--- config.mk ---
export PLATFORM = sky130hd
export DESIGN_NAME = bmr_readout
export DESIGN_NICKNAME = d
export VERILOG_FILES = /design/src/verilog/bmr_pkg.sv /design/src/verilog/bmr_readout.sv
export SDC_FILE = /design/constraint.sdc
export NUM_CORES = 1
export LEC_CHECK = 0
export ABC_AREA = 1
export BUFFER_PORTS_ARGS = -buffer_cell sky130_fd_sc_hd__buf_2
export CAP_MARGIN = 10
export CELL_PAD_IN_SITES_DETAIL_PLACEMENT = 0
export CELL_PAD_IN_SITES_GLOBAL_PLACEMENT = 2
export CORE_MARGIN = 2
export CORE_UTILIZATION = 33
export CTS_CLUSTER_DIAMETER = 40
export DETAILED_ROUTE_END_ITERATION = 6
export PLACE_DENSITY = 0.91
export SYNTH_ARGS = -nofsm -noshare
export SYNTH_HDL_FRONTEND = slang
export SYNTH_SLANG_ARGS = --single-unit
export TNS_END_PERCENT = 10
--- constraint.sdc ---
create_clock -name sys_clk -period 2.3 [get_ports sys_clk]
set_input_delay 0.46 -clock sys_clk [delete_from_list [all_inputs] [get_ports sys_clk]]
set_output_delay 0.46 -clock sys_clk [all_outputs]
set_load 0.02 [all_outputs]
--- src/verilog/bmr_pkg.sv ---
package bmr_pkg;
  // ****************************************
  // Register selection codes on the serial side
  // ****************************************
  localparam logic [1:0] SEL_TEMPERATURE = 2'h0;
  localparam logic [1:0] SEL_VOLTAGE = 2'h1;
  localparam logic [1:0] SEL_CURRENT = 2'h2;
  localparam logic [1:0] SEL_OFFSET = 2'h3;
  // ****************************************
  // Field layouts and reset values
  // ****************************************
  localparam int TEMP_FRAC_ZEROS = 3;
  localparam logic [12:0] TEMP_MAX_CODE = 13'h0FA0;
  localparam logic [12:0] TEMP_MIN_CODE = 13'h1920;
  localparam logic [5:0] VOLT_PAD = 6'h00;
  localparam int OFFSET_SIGN_BITS = 4;
  localparam logic [15:0] RESULT_RESET = 16'h0000;
  localparam logic [15:0] OFFSET_RESET = 16'h0000;
  localparam logic [9:0] CUR_POS_LIMIT = 10'h1FF;
  localparam logic [9:0] CUR_NEG_LIMIT = 10'h200;
  // ****************************************
  // Timing
  // ****************************************
  localparam longint CLK_PERIOD_PS = 40000;
  localparam longint SAMPLE_PERIOD_PS = 64'd27460000000;
  localparam int SAMPLE_CYCLES = int'(SAMPLE_PERIOD_PS / CLK_PERIOD_PS);
  localparam int SAMPLE_CNT_W = 20;
  typedef enum logic [1:0] {
    BMR_CUR_IDLE = 2'b00,
    BMR_CUR_WAIT = 2'b01,
    BMR_CUR_CONV = 2'b10
  } bmr_cur_state_t;
endpackage

--- src/verilog/bmr_readout.sv ---
// What this block does
// - Temperature is a 13-bit two's complement value, 0.03125 C per step.
// - Temperature word has three zero low bits, signed value above, sign on top.
// - Temperature codes span -55 to +125 C: 7D00h and C900h at the ends.
// - One 10-bit voltage conversion runs per convert command taken while idle, never otherwise.
// - Voltage result goes into a two-byte register, 10 mV per step, 10.23 V full.
// - Voltage result is unsigned in the low ten bits, e.g. 5 V reads 01F4h.
// - A configuration bit picks supply or auxiliary input; only one is stored.
// - Current is sampled with no command, once every 27.46 ms.
// - Current sampling happens only while the current converter enable is 1.
// - Current word: bits 0 to 9 value, six sign copies above, 0.2441 mV step.
// - Each finished current sample plus the offset, saturated to the 10-bit signed range, is written to the current result.
// - Offset register is two bytes, always readable, written only while the current converter enable is 0; its four top bits carry the sign.
// - Results reach the host serially as register contents it reads out.
// - Every byte and command on the serial bus moves least significant bit first.
// - Current result holds the last finished sample; a running one never shows.
module bmr_readout #(
  parameter int SAMPLE_PERIOD = bmr_pkg::SAMPLE_CYCLES
) (
  input wire logic sys_clk,
  input wire logic srst,
  input wire logic current_adc_enable,
  input wire logic cfg_use_aux,
  input wire logic cmd_convert_v,
  input wire logic temp_done,
  input wire logic [12:0] temp_raw,
  input wire logic volt_done,
  input wire logic [9:0] volt_code,
  input wire logic cur_done,
  input wire logic [9:0] cur_raw,
  input wire logic [1:0] reg_sel,
  input wire logic rd_load,
  input wire logic rd_shift,
  input wire logic wr_shift,
  input wire logic wr_bit,
  input wire logic wr_commit,
  output logic serial_out,
  output logic volt_start,
  output logic volt_use_aux,
  output logic volt_busy,
  output logic cur_start
);
  import bmr_pkg::*;

  logic [15:0] temperature_result;
  logic [15:0] voltage_result;
  logic [15:0] current_result;
  logic [15:0] current_offset_calibration;
  logic [15:0] rd_shreg;
  logic [15:0] wr_shreg;
  logic [SAMPLE_CNT_W-1:0] sample_cnt;
  bmr_cur_state_t cur_state;
  logic [15:0] sel_word;

  // ****************************************
  // Helpers
  // ****************************************
  function automatic logic [12:0] clamp_temp(input logic [12:0] raw);
    if ($signed(raw) > $signed(TEMP_MAX_CODE))
    begin
      return TEMP_MAX_CODE;
    end
    if ($signed(raw) < $signed(TEMP_MIN_CODE))
    begin
      return TEMP_MIN_CODE;
    end
    return raw;
  endfunction

  // Offset sum, saturated to the 10-bit signed range then sign extended
  function automatic logic [15:0] cur_word(input logic [9:0] raw, input logic [15:0] ofs);
    logic [16:0] sum;
    logic [9:0] val;
    sum = 17'({{7{raw[9]}}, raw}) + 17'({ofs[15], ofs});
    val = sum[9:0];
    if (!sum[16] && (sum[15:9] != 7'h00))
    begin
      val = CUR_POS_LIMIT;
    end
    if (sum[16] && (sum[15:9] != 7'h7F))
    begin
      val = CUR_NEG_LIMIT;
    end
    return {{6{val[9]}}, val};
  endfunction

  always_comb
  begin
    unique case (reg_sel)
      SEL_TEMPERATURE: sel_word = temperature_result;
      SEL_VOLTAGE: sel_word = voltage_result;
      SEL_CURRENT: sel_word = current_result;
      SEL_OFFSET: sel_word = current_offset_calibration;
    endcase
  end

  // ****************************************
  // Temperature result
  // ****************************************
  always_ff @(posedge sys_clk)
  begin
    if (srst)
    begin
      temperature_result <= RESULT_RESET;
    end
    else if (temp_done)
    begin
      temperature_result <= {clamp_temp(temp_raw), {TEMP_FRAC_ZEROS{1'b0}}};
    end
  end

  // ****************************************
  // Voltage conversion on command
  // ****************************************
  always_ff @(posedge sys_clk)
  begin
    if (srst)
    begin
      volt_start <= 1'b0;
      volt_busy <= 1'b0;
      volt_use_aux <= 1'b0;
      voltage_result <= RESULT_RESET;
    end
    else
    begin
      volt_start <= 1'b0;
      if (cmd_convert_v && !volt_busy)
      begin
        volt_start <= 1'b1;
        volt_busy <= 1'b1;
        volt_use_aux <= cfg_use_aux;
      end
      else if (volt_done && volt_busy)
      begin
        volt_busy <= 1'b0;
        voltage_result <= {VOLT_PAD, volt_code};
      end
    end
  end

  // ****************************************
  // Background current sampling
  // ****************************************
  always_ff @(posedge sys_clk)
  begin
    if (srst)
    begin
      cur_state <= BMR_CUR_IDLE;
      sample_cnt <= '0;
      cur_start <= 1'b0;
      current_result <= RESULT_RESET;
    end
    else
    begin
      cur_start <= 1'b0;
      if (!current_adc_enable)
      begin
        cur_state <= BMR_CUR_IDLE;
        sample_cnt <= '0;
      end
      else
      begin
        sample_cnt <= (sample_cnt == SAMPLE_CNT_W'(SAMPLE_PERIOD - 1)) ? '0 : sample_cnt + 1'b1;
        unique case (cur_state)
          BMR_CUR_IDLE:
          begin
            cur_state <= BMR_CUR_WAIT;
            sample_cnt <= '0;
          end
          BMR_CUR_WAIT:
          begin
            if (sample_cnt == SAMPLE_CNT_W'(SAMPLE_PERIOD - 1))
            begin
              cur_start <= 1'b1;
              cur_state <= BMR_CUR_CONV;
            end
          end
          BMR_CUR_CONV:
          begin
            if (cur_done)
            begin
              current_result <= cur_word(cur_raw, current_offset_calibration);
              cur_state <= BMR_CUR_WAIT;
            end
          end
          default:
          begin
            cur_state <= BMR_CUR_IDLE;
          end
        endcase
      end
    end
  end

  // ****************************************
  // Serial register access, LSB first
  // ****************************************
  always_ff @(posedge sys_clk)
  begin
    if (srst)
    begin
      rd_shreg <= RESULT_RESET;
      serial_out <= 1'b0;
    end
    else if (rd_load)
    begin
      rd_shreg <= {1'b0, sel_word[15:1]};
      serial_out <= sel_word[0];
    end
    else if (rd_shift)
    begin
      rd_shreg <= {1'b0, rd_shreg[15:1]};
      serial_out <= rd_shreg[0];
    end
  end

  always_ff @(posedge sys_clk)
  begin
    if (srst)
    begin
      wr_shreg <= RESULT_RESET;
      current_offset_calibration <= OFFSET_RESET;
    end
    else
    begin
      if (wr_shift)
      begin
        wr_shreg <= {wr_bit, wr_shreg[15:1]};
      end
      // Writes while sampling would corrupt results, so they are dropped
      if (wr_commit && reg_sel == SEL_OFFSET && !current_adc_enable)
      begin
        current_offset_calibration <= {{OFFSET_SIGN_BITS{wr_shreg[11]}}, wr_shreg[11:0]};
      end
    end
  end

  // ****************************************
  // Checks
  // ****************************************
  logic [SAMPLE_CNT_W:0] gap_cnt;
  logic cur_seen;
  always_ff @(posedge sys_clk)
  begin
    if (srst || !current_adc_enable)
    begin
      gap_cnt <= '0;
      cur_seen <= 1'b0;
    end
    else if (cur_start)
    begin
      gap_cnt <= '0;
      cur_seen <= 1'b1;
    end
    else
    begin
      gap_cnt <= gap_cnt + 1'b1;
    end
  end

  temp_low_zero_a: assert property (@(posedge sys_clk) disable iff (srst)
    temperature_result[2:0] == 3'h0) else $error("temperature low bits not zero");
  temp_range_a: assert property (@(posedge sys_clk) disable iff (srst)
    temp_done |=> ($signed(temperature_result) <= $signed(16'h7D00))
      && ($signed(temperature_result) >= $signed(16'hC900))) else $error("temperature out of range");
  volt_cmd_only_a: assert property (@(posedge sys_clk) disable iff (srst)
    volt_start |-> $past(cmd_convert_v) && !$past(volt_busy)) else $error("voltage start without command");
  volt_store_a: assert property (@(posedge sys_clk) disable iff (srst)
    volt_busy && volt_done && !cmd_convert_v |=> voltage_result == {6'h00, $past(volt_code)})
    else $error("voltage result wrong");
  volt_input_a: assert property (@(posedge sys_clk) disable iff (srst)
    volt_start |-> volt_use_aux == $past(cfg_use_aux)) else $error("voltage input select wrong");
  cur_gate_a: assert property (@(posedge sys_clk) disable iff (srst)
    !current_adc_enable |=> !cur_start) else $error("sample while disabled");
  cur_period_a: assert property (@(posedge sys_clk) disable iff (srst)
    cur_start |-> gap_cnt == (cur_seen ? (SAMPLE_CNT_W + 1)'(SAMPLE_PERIOD - 1)
      : (SAMPLE_CNT_W + 1)'(SAMPLE_PERIOD + 1)))
    else $error("sample period wrong");
  cur_sign_a: assert property (@(posedge sys_clk) disable iff (srst)
    current_result[15:10] == {6{current_result[9]}}) else $error("current sign copies wrong");
  cur_update_a: assert property (@(posedge sys_clk) disable iff (srst)
    cur_state == BMR_CUR_CONV && cur_done && current_adc_enable
      |=> current_result == cur_word($past(cur_raw), $past(current_offset_calibration)))
    else $error("current result not offset sum");
  cur_hold_a: assert property (@(posedge sys_clk) disable iff (srst)
    !(cur_state == BMR_CUR_CONV && cur_done) |=> $stable(current_result))
    else $error("current result changed mid sample");
  ofs_sign_a: assert property (@(posedge sys_clk) disable iff (srst)
    current_offset_calibration[15:12] == {4{current_offset_calibration[11]}})
    else $error("offset sign bits wrong");
  ser_lsb_a: assert property (@(posedge sys_clk) disable iff (srst)
    rd_load |=> serial_out == $past(sel_word[0])) else $error("serial not lsb first");
endmodule

==> results of run 1 <==
[sequential cells by signal, summed over array words and instances (netlist names)]
register,cells
sample_cnt,20
wr_shreg,16
rd_shreg,15
temperature_result,13
current_offset_calibration,12
current_result,10
voltage_result,10
cur_state,2
cur_start,1
serial_out,1
volt_busy,1
volt_start,1
volt_use_aux,1
[how the worst min path moves through the flow]
stage	startpoint	endpoint	slack, ps	cells after the start
2_1_floorplan	sample_cnt[0]$_SDFF_PP0_	sample_cnt[0]$_SDFF_PP0_	420	1
3_3_place_gp	sample_cnt[0]$_SDFF_PP0_	sample_cnt[0]$_SDFF_PP0_	430	1
3_5_place_dp	sample_cnt[0]$_SDFF_PP0_	sample_cnt[0]$_SDFF_PP0_	440	1
4_1_cts	cfg_use_aux	volt_use_aux$_SDFFE_PP0P_	320	3
5_1_grt	cfg_use_aux	volt_use_aux$_SDFFE_PP0P_	330	3
6_report	cfg_use_aux	volt_use_aux$_SDFFE_PP0P_	330	3
[cells in the final DEF (no fill, tap or decap), types with 2 or more instances in the layout]
cell	synthesis	final
nand2_1	141	141
nor2_1	128	128
dfxtp_1	103	103
o21ai_0	82	82
inv_1	71	71
buf_2	1	52
a21oi_1	44	44
nand3_1	23	23
ha_1	14	14
nand2_2	10	10
nand4_1	10	10
a21oi_2	10	10
nand3_2	9	9
nor3_1	9	9
a31oi_1	9	9
xor2_1	9	9
clkbuf_16	0	9
buf_4	0	9
nor2_2	6	6
xnor2_1	5	5
nor4_1	4	4
a221oi_1	4	4
clkinv_1	3	3
o211ai_1	3	3
diode_2	0	2
inv_2	2	2
nor3_4	2	2
nand4_2	2	2
nand2_4	2	2
clkbuf_8	0	2
[power by group through the flow]
| stage | logic, mW | clock network, mW | registers [mW] |
|---|---|---|---|
| 2_1_floorplan | 0.307 | 0 | 1.93 |
| 3_3_place_gp | 0.445 | 0 | 1.94 |
| 3_5_place_dp | 0.451 | 0 | 1.94 |
| 4_1_cts | 0.453 | 1.65 | 1.90 |
| 5_1_grt | 0.517 | 1.72 | 1.91 |
| 6_report | 0.450 | 1.61 | 1.90 |
[through the flow]
step	power, mW	hold slack [ps]
floorplan	2.24	417
global placement	2.39	427
finish	3.96	332
CTS	4.00	319
detailed placement	2.39	441
global route	4.14	331
[layout make-up]
cell class,count,area (µm²)
diodes,2,5.00
clock buffers,11,253
clock inverters,5,62.6
fillers,1660,9250
inverters,76,285
multi-input cells,536,2750
flip-flops and latches,103,2060
well taps,211,264
repair buffers,61,328
[logic make-up (layout without fill, tap and decap cells)]
family,after synthesis,in the layout,synth area share
and+or+nand+nor,351,351,0.303
AOI/OAI and AO/OA,156,156,0.166
DFF,103,103,0.398
buffers and inverters,97,153,0.0719
adders and majority gates,15,15,0.0377
xor gates and xnor gates,14,14,0.0237
other,0,2,0
[routing by layer]
layer	vias to the layer above	track usage
li1	2509	-
met1	2236	0.215
met2	84	0.263
met3	17	0.0405
met4	0	0.0524
met5	-	0
[tightest hold or removal path, stage by stage]
cell and delay (ps):
buf_2 70, nor2_1 30, nor2_1 80
==> qor.txt, run 1 <==
Status = complete, no violations
Via count = 4,846
Clk pwr share = 0.406
Final Hold Viols = 0
Final instance area = 6010 µm²
Layout Cells excl Fill = 1,005
Worst r2r path cells = 14
Setup violations, final = 0
P_sw = 1.03 mW
Maximum VDD drop = 0.360 mV
CTS Hold Bufs = 0
Die Height = 129 µm
Ys Warns = 0
FF-to-FF setup slack = 240 ps
CTS Buffer Depth = 2
Post-synth ARST share = 0
Core area = 15,300 µm²
Largest stage delay, worst path = 400 ps
Startpoint types = flop
Hold crit path type = primary input to flop
IO buf count = 52
Antenna violations before repair = 2
Cell row count = 45
Clock net sink count = 103
CTS tree = done
Fin crit period = 2060 ps
Worst-Margin Slew = 612 ps
Setup Crit Path Kind = flop to flop
Crit path max-delay cell type = fa_1
Top delay family on crit path = simple AND/OR/NAND/NOR gates
Critical R2R Launch = current_offset_calibration[0]$_SDFFE_PP0P_
Post-synth top area cell = dfxtp_1
Met3 wire length = 702 µm
Most used cell along the critical path = nand2_1
# DRC = 0
Total track usage = 0.163
Top sig layer = met4
DP Cell Count = 987
Flops & latches, synth = 103
Initial DRC count = 311
Root buf cell = clkbuf_16
RSZ-0062 raised after global routing = false
Reg power frac = 0.480
WP buf/inv = 0
CP Cell Sequence = ha_1 > fa_1 > nand3_1 > nand3_2 > nand2_1 > nand2_2 > nand2_1 > nand2_1 > nand2_1 > nand2_2 > nand2_2 > nand2_1 > nand2_1 > a21oi_2
Achievable Freq = 485 MHz
Max_slew headroom = 0.591
DR WL/cell = 13.1 µm
Vias in the first global route = 4,555
Setup crit end = current_result[4]$_SDFFE_PP0P_
Clock latency on the worst-skew pair = 350 ps
Mapped Avg Cell Area = 7.04 µm²
Post-Place Setup Slack = 19.1 ps
Num ports = 53
Synthesized cell area = 5180 µm²
Synth cell count leaders = 141 x nand2_1, 128 x nor2_1, 103 x dfxtp_1, 82 x o21ai_0, 71 x inv_1
Placer Congestion = 0.829
Syn-to-layout area delta = 15.9%
Sequential area share after synthesis = 0.398
Total grt overflow = 0
Htree depth = 3
PwrDens = 659 nW/µm²
WP depth = 14
CP Capture Type = flop
Clock-pin slew of the registers on the worst-case setup and hold paths = 70 ps
Maxcap violations = 0
Combinational fraction of design power = 0.114
DP HPWL = 10,200 µm
Crit path from = current_offset_calibration[0]$_SDFFE_PP0P_
Sw frac = 0.259
Vias per std cell = 4.82
FF-to-FF End = current_result[4]$_SDFFE_PP0P_
Largest net degree at the start of global routing = 34
Crit-path max FO = 9
Clock skew = 6.82 ps
DP Area = 5690 µm²
Final worst slack = 239 ps
Req. time, crit path = 2530 ps
Remaining antenna violation count = 0
Top-count cell post-synth = nand2_1
Worst path arrival time = 2300 ps
Number of flops mapped to enable cells by yosys = 0
First-pass GRT wire length = 21,800 µm
Routed met2 length = 5950 µm
Total length of routed wires = 13,200 µm
Layout cells sized above 1 = 0.155
Fin crit share = 0.896
Met1 WL = 6310 µm
Synth cell types = 38
Die width = 129 µm
Top-area cell type share of the netlist area = 0.398
Net Count, Synth = 799
CTS Buf Count = 9
Die ar. = 16,700 µm²
Final Slew Violations = 0
CTS resizes = 0
Synth Flop Type = dfxtp_1
Leading post-synthesis cells by cell area = dfxtp_1 40%, nand2_1 10%, nor2_1 9.3%, o21ai_0 7.9%, inv_1 5.1%
Nets = 850
Mapped Cells = 736
Internal Power = 2.93 mW
Post-CTS Setup Bufs = 0
Leak = 2.54 nW
Drt first pass iters = 4
Setup TNS = 0 ps
Initial core utilization = 0.340
Core Util, Final = 0.394
No activity file was read; power rests on OpenSTA's default activity.
==> run 2, diff against run 1 <==
Settings changed: CELL_PAD_IN_SITES_DETAIL_PLACEMENT 0 to 1.
==> run 2 against run 1 <==
- sequential share of layout area is 0.057 points higher
- critical path depth is 1 lower
- register-to-register slack worse by 80 ps
- clock skew hardly changed
- combinational power is 4% higher
- hold slack worse by 2.5 ps
- non-clock buffer count stayed put
- die area stayed put
- largest cell class unchanged
- largest power group unchanged
- highest routed layer unchanged
==> qor.txt, run 2 (synthesized netlist as in run 1, its figures left out) <==
Leak = 2.54 nW (about the same)
Die width = 129 µm (unchanged)
Htree depth = 3 (unchanged)
Core area = 15,300 µm² (unchanged)
Nets = 850 (unchanged)
Initial core utilization = 0.340 (unchanged)
Total length of routed wires = 15,200 µm (was 13,200 µm)
Top delay family on crit path = simple AND/OR/NAND/NOR gates (unchanged)
Clock skew = 7.13 ps (was 6.82 ps)
Placer Congestion = 0.829 (unchanged)
Commonest non-fill, non-tap cell in the layout = nand2_1 (unchanged)
Worst path arrival time = 2440 ps (was 2300 ps)
Setup Crit Path Kind = flop to flop (unchanged)
Final Slew Violations = 0 (unchanged)
Hold crit path type = primary input to flop (unchanged)
CTS Hold Bufs = 0 (unchanged)
Clock latency on the worst-skew pair = 360 ps (was 350 ps)
Total track usage = 0.191 (was 0.163)
Final instance area = 6000 µm² (was 6010 µm²)
RSZ-0062 raised after global routing = false (unchanged)
# DRC = 0 (unchanged)
Reg with most FFs = sample_cnt (unchanged)
Fill count = 1,950 (was 1,660)
Maxcap violations = 0 (unchanged)
Diodes inserted = 0 (was 2)
DP HPWL = 11,900 µm (was 10,200 µm)
CTS Buf Count = 9 (unchanged)
Crit path max-delay cell type = fa_1 (unchanged)
Multi-input logic area = 2750 µm² (about the same)
Crit-path max FO = 9 (unchanged)
Fin crit period = 2140 ps (was 2060 ps)
DP Area = 5690 µm² (unchanged)
Startpoint types = flop (unchanged)
Worst hold slack = 329 ps (was 332 ps)
Num ports = 53 (unchanged)
Cell row count = 45 (unchanged)
Max FFs per register = 20 (unchanged)
IO buf count = 52 (unchanged)
Post-CTS Setup Bufs = 0 (unchanged)
CP Capture Type = flop (unchanged)
Clock-pin slew of the registers on the worst-case setup and hold paths = 70 ps (about the same)
Top Registers = sample_cnt: 20 flops, wr_shreg: 16 flops, rd_shreg: 15 flops (unchanged)
Setup violations, final = 0 (unchanged)
Total grt overflow = 0 (unchanged)
Layout cells sized above 1 = 0.155 (unchanged)
First-pass GRT wire length = 25,300 µm (was 21,800 µm)
Fin crit share = 0.932 (was 0.896)
FF+latch area = 2060 µm² (unchanged)
Via count = 4,962 (was 4,846)
Drt first pass iters = 4 (unchanged)
Final Hold Viols = 0 (unchanged)
Syn-to-layout area delta = 15.7% (was 15.9%)
Die Height = 129 µm (unchanged)
Remaining antenna violation count = 0 (unchanged)
Status = complete, no violations (unchanged)
CP Cell Sequence = ha_1 > fa_1 > nand3_1 > nand3_2 > nand2_1 > nand2_2 > nand2_1 > nand3_1 > nand2_2 > nand2_2 > nand2_4 > nand2_1 > a21oi_2 (was ha_1 > fa_1 > nand3_1 > nand3_2 > nand2_1 > nand2_2 > nand2_1 > nand2_1 > nand2_1 > nand2_2 > nand2_2 > nand2_1 > nand2_1 > a21oi_2)
Highest-count cells in the layout ignoring fill and taps = 141 x nand2_1, 128 x nor2_1, 103 x dfxtp_1 (unchanged)
CTS tree = done (unchanged)
DR WL/cell = 15.2 µm (was 13.1 µm)
Clock net sink count = 103 (unchanged)
Req. time, crit path = 2590 ps (was 2530 ps)
Die ar. = 16,700 µm² (unchanged)
Achievable Freq = 467 MHz (was 485 MHz)
Vias per std cell = 4.95 (was 4.82)
Worst-Margin Slew = 622 ps (was 612 ps)
Max_slew headroom = 0.585 (was 0.591)
Root buf cell = clkbuf_16 (unchanged)
Largest net degree at the start of global routing = 34 (unchanged)
Vias in the first global route = 5,302 (was 4,555)
Maximum VDD drop = 0.474 mV (was 0.360 mV)
Largest stage delay, worst path = 410 ps (was 400 ps)
Antenna violations before repair = 0 (was 2)
PwrDens = 658 nW/µm² (was 659 nW/µm²)
Initial DRC count = 238 (was 311)
CTS Buffer Depth = 2 (unchanged)
WP buf/inv = 0 (unchanged)
-- run 2: area by class of cell --
type | count | area share
Multi-Input combinational cell | 536 | 0.459
Clock buffer | 9 | 0.0375
Tap cell | 211 | 0.0440
Timing Repair Buffer | 61 | 0.0547
Clock inverter | 7 | 0.0134
Inverter | 76 | 0.0476
Sequential cell | 103 | 0.344
-- run 2: worst paths after layout --
| check | from | to | slack [ps] | cells after the start |
|---|---|---|---|---|
| max reg2reg | current_offset_calibration[0]$_SDFFE_PP0P_ | current_result[2]$_SDFFE_PP0P_ | 160 | 13 |
| min | cfg_use_aux | volt_use_aux$_SDFFE_PP0P_ | 330 | 3 |
| max | current_offset_calibration[0]$_SDFFE_PP0P_ | current_result[2]$_SDFFE_PP0P_ | 160 | 13 |
| min reg2reg | sample_cnt[0]$_SDFF_PP0_ | sample_cnt[0]$_SDFF_PP0_ | 460 | 1 |
-- run 2: worst reg2reg max path: cells and delay by family, from the launching register on --
family	cells	cell delay, ps
AOI/OAI and AO/OA	1	130
adders and majority gates	2	630
DFF	1	350
and+or+nand+nor	10	980
-- run 2: repair_timing --
action                                  in CTS  in global routing
endpoints found under the setup margin       0                  3
gates resized for setup                      0                  1
endpoints found under the hold margin        0                  0
-- run 2: metal layers --
metal,vias to the layer above,wire length (µm),global-route usage
met5,-,0,0
met4,0,253,0.0620
met3,16,698,0.0446
met2,69,7460,0.333
met1,2361,6780,0.233
li1,2516,-,-
-- run 2: stage by stage --
| step | instances | worst slack (ps) | power [mW] | TNS [ps] | utilization |
|---|---|---|---|---|---|
| 2_1_floorplan | 736 | 186 | 2.24 | 0 | - |
| 3_3_place_gp | 987 | 74.6 | 2.39 | 0 | 0.373 |
| 3_5_place_dp | 987 | -51.4 | 2.41 | -200 | 0.373 |
| 4_1_cts | 1003 | 170 | 4.01 | 0 | 0.393 |
| 5_1_grt | 1003 | 37.0 | 4.15 | 0 | 0.393 |
| 6_report | 1003 | 157 | 3.95 | 0 | 0.393 |
-- run 2: report_power, final --
group | total (mW) | leakage (nW) | switching, mW | internal (mW)
sequential | 1.90 | 0.842 | 0.0457 | 1.86
combinational | 0.469 | 1.55 | 0.304 | 0.165
clock | 1.58 | 0.148 | 0.720 | 0.857
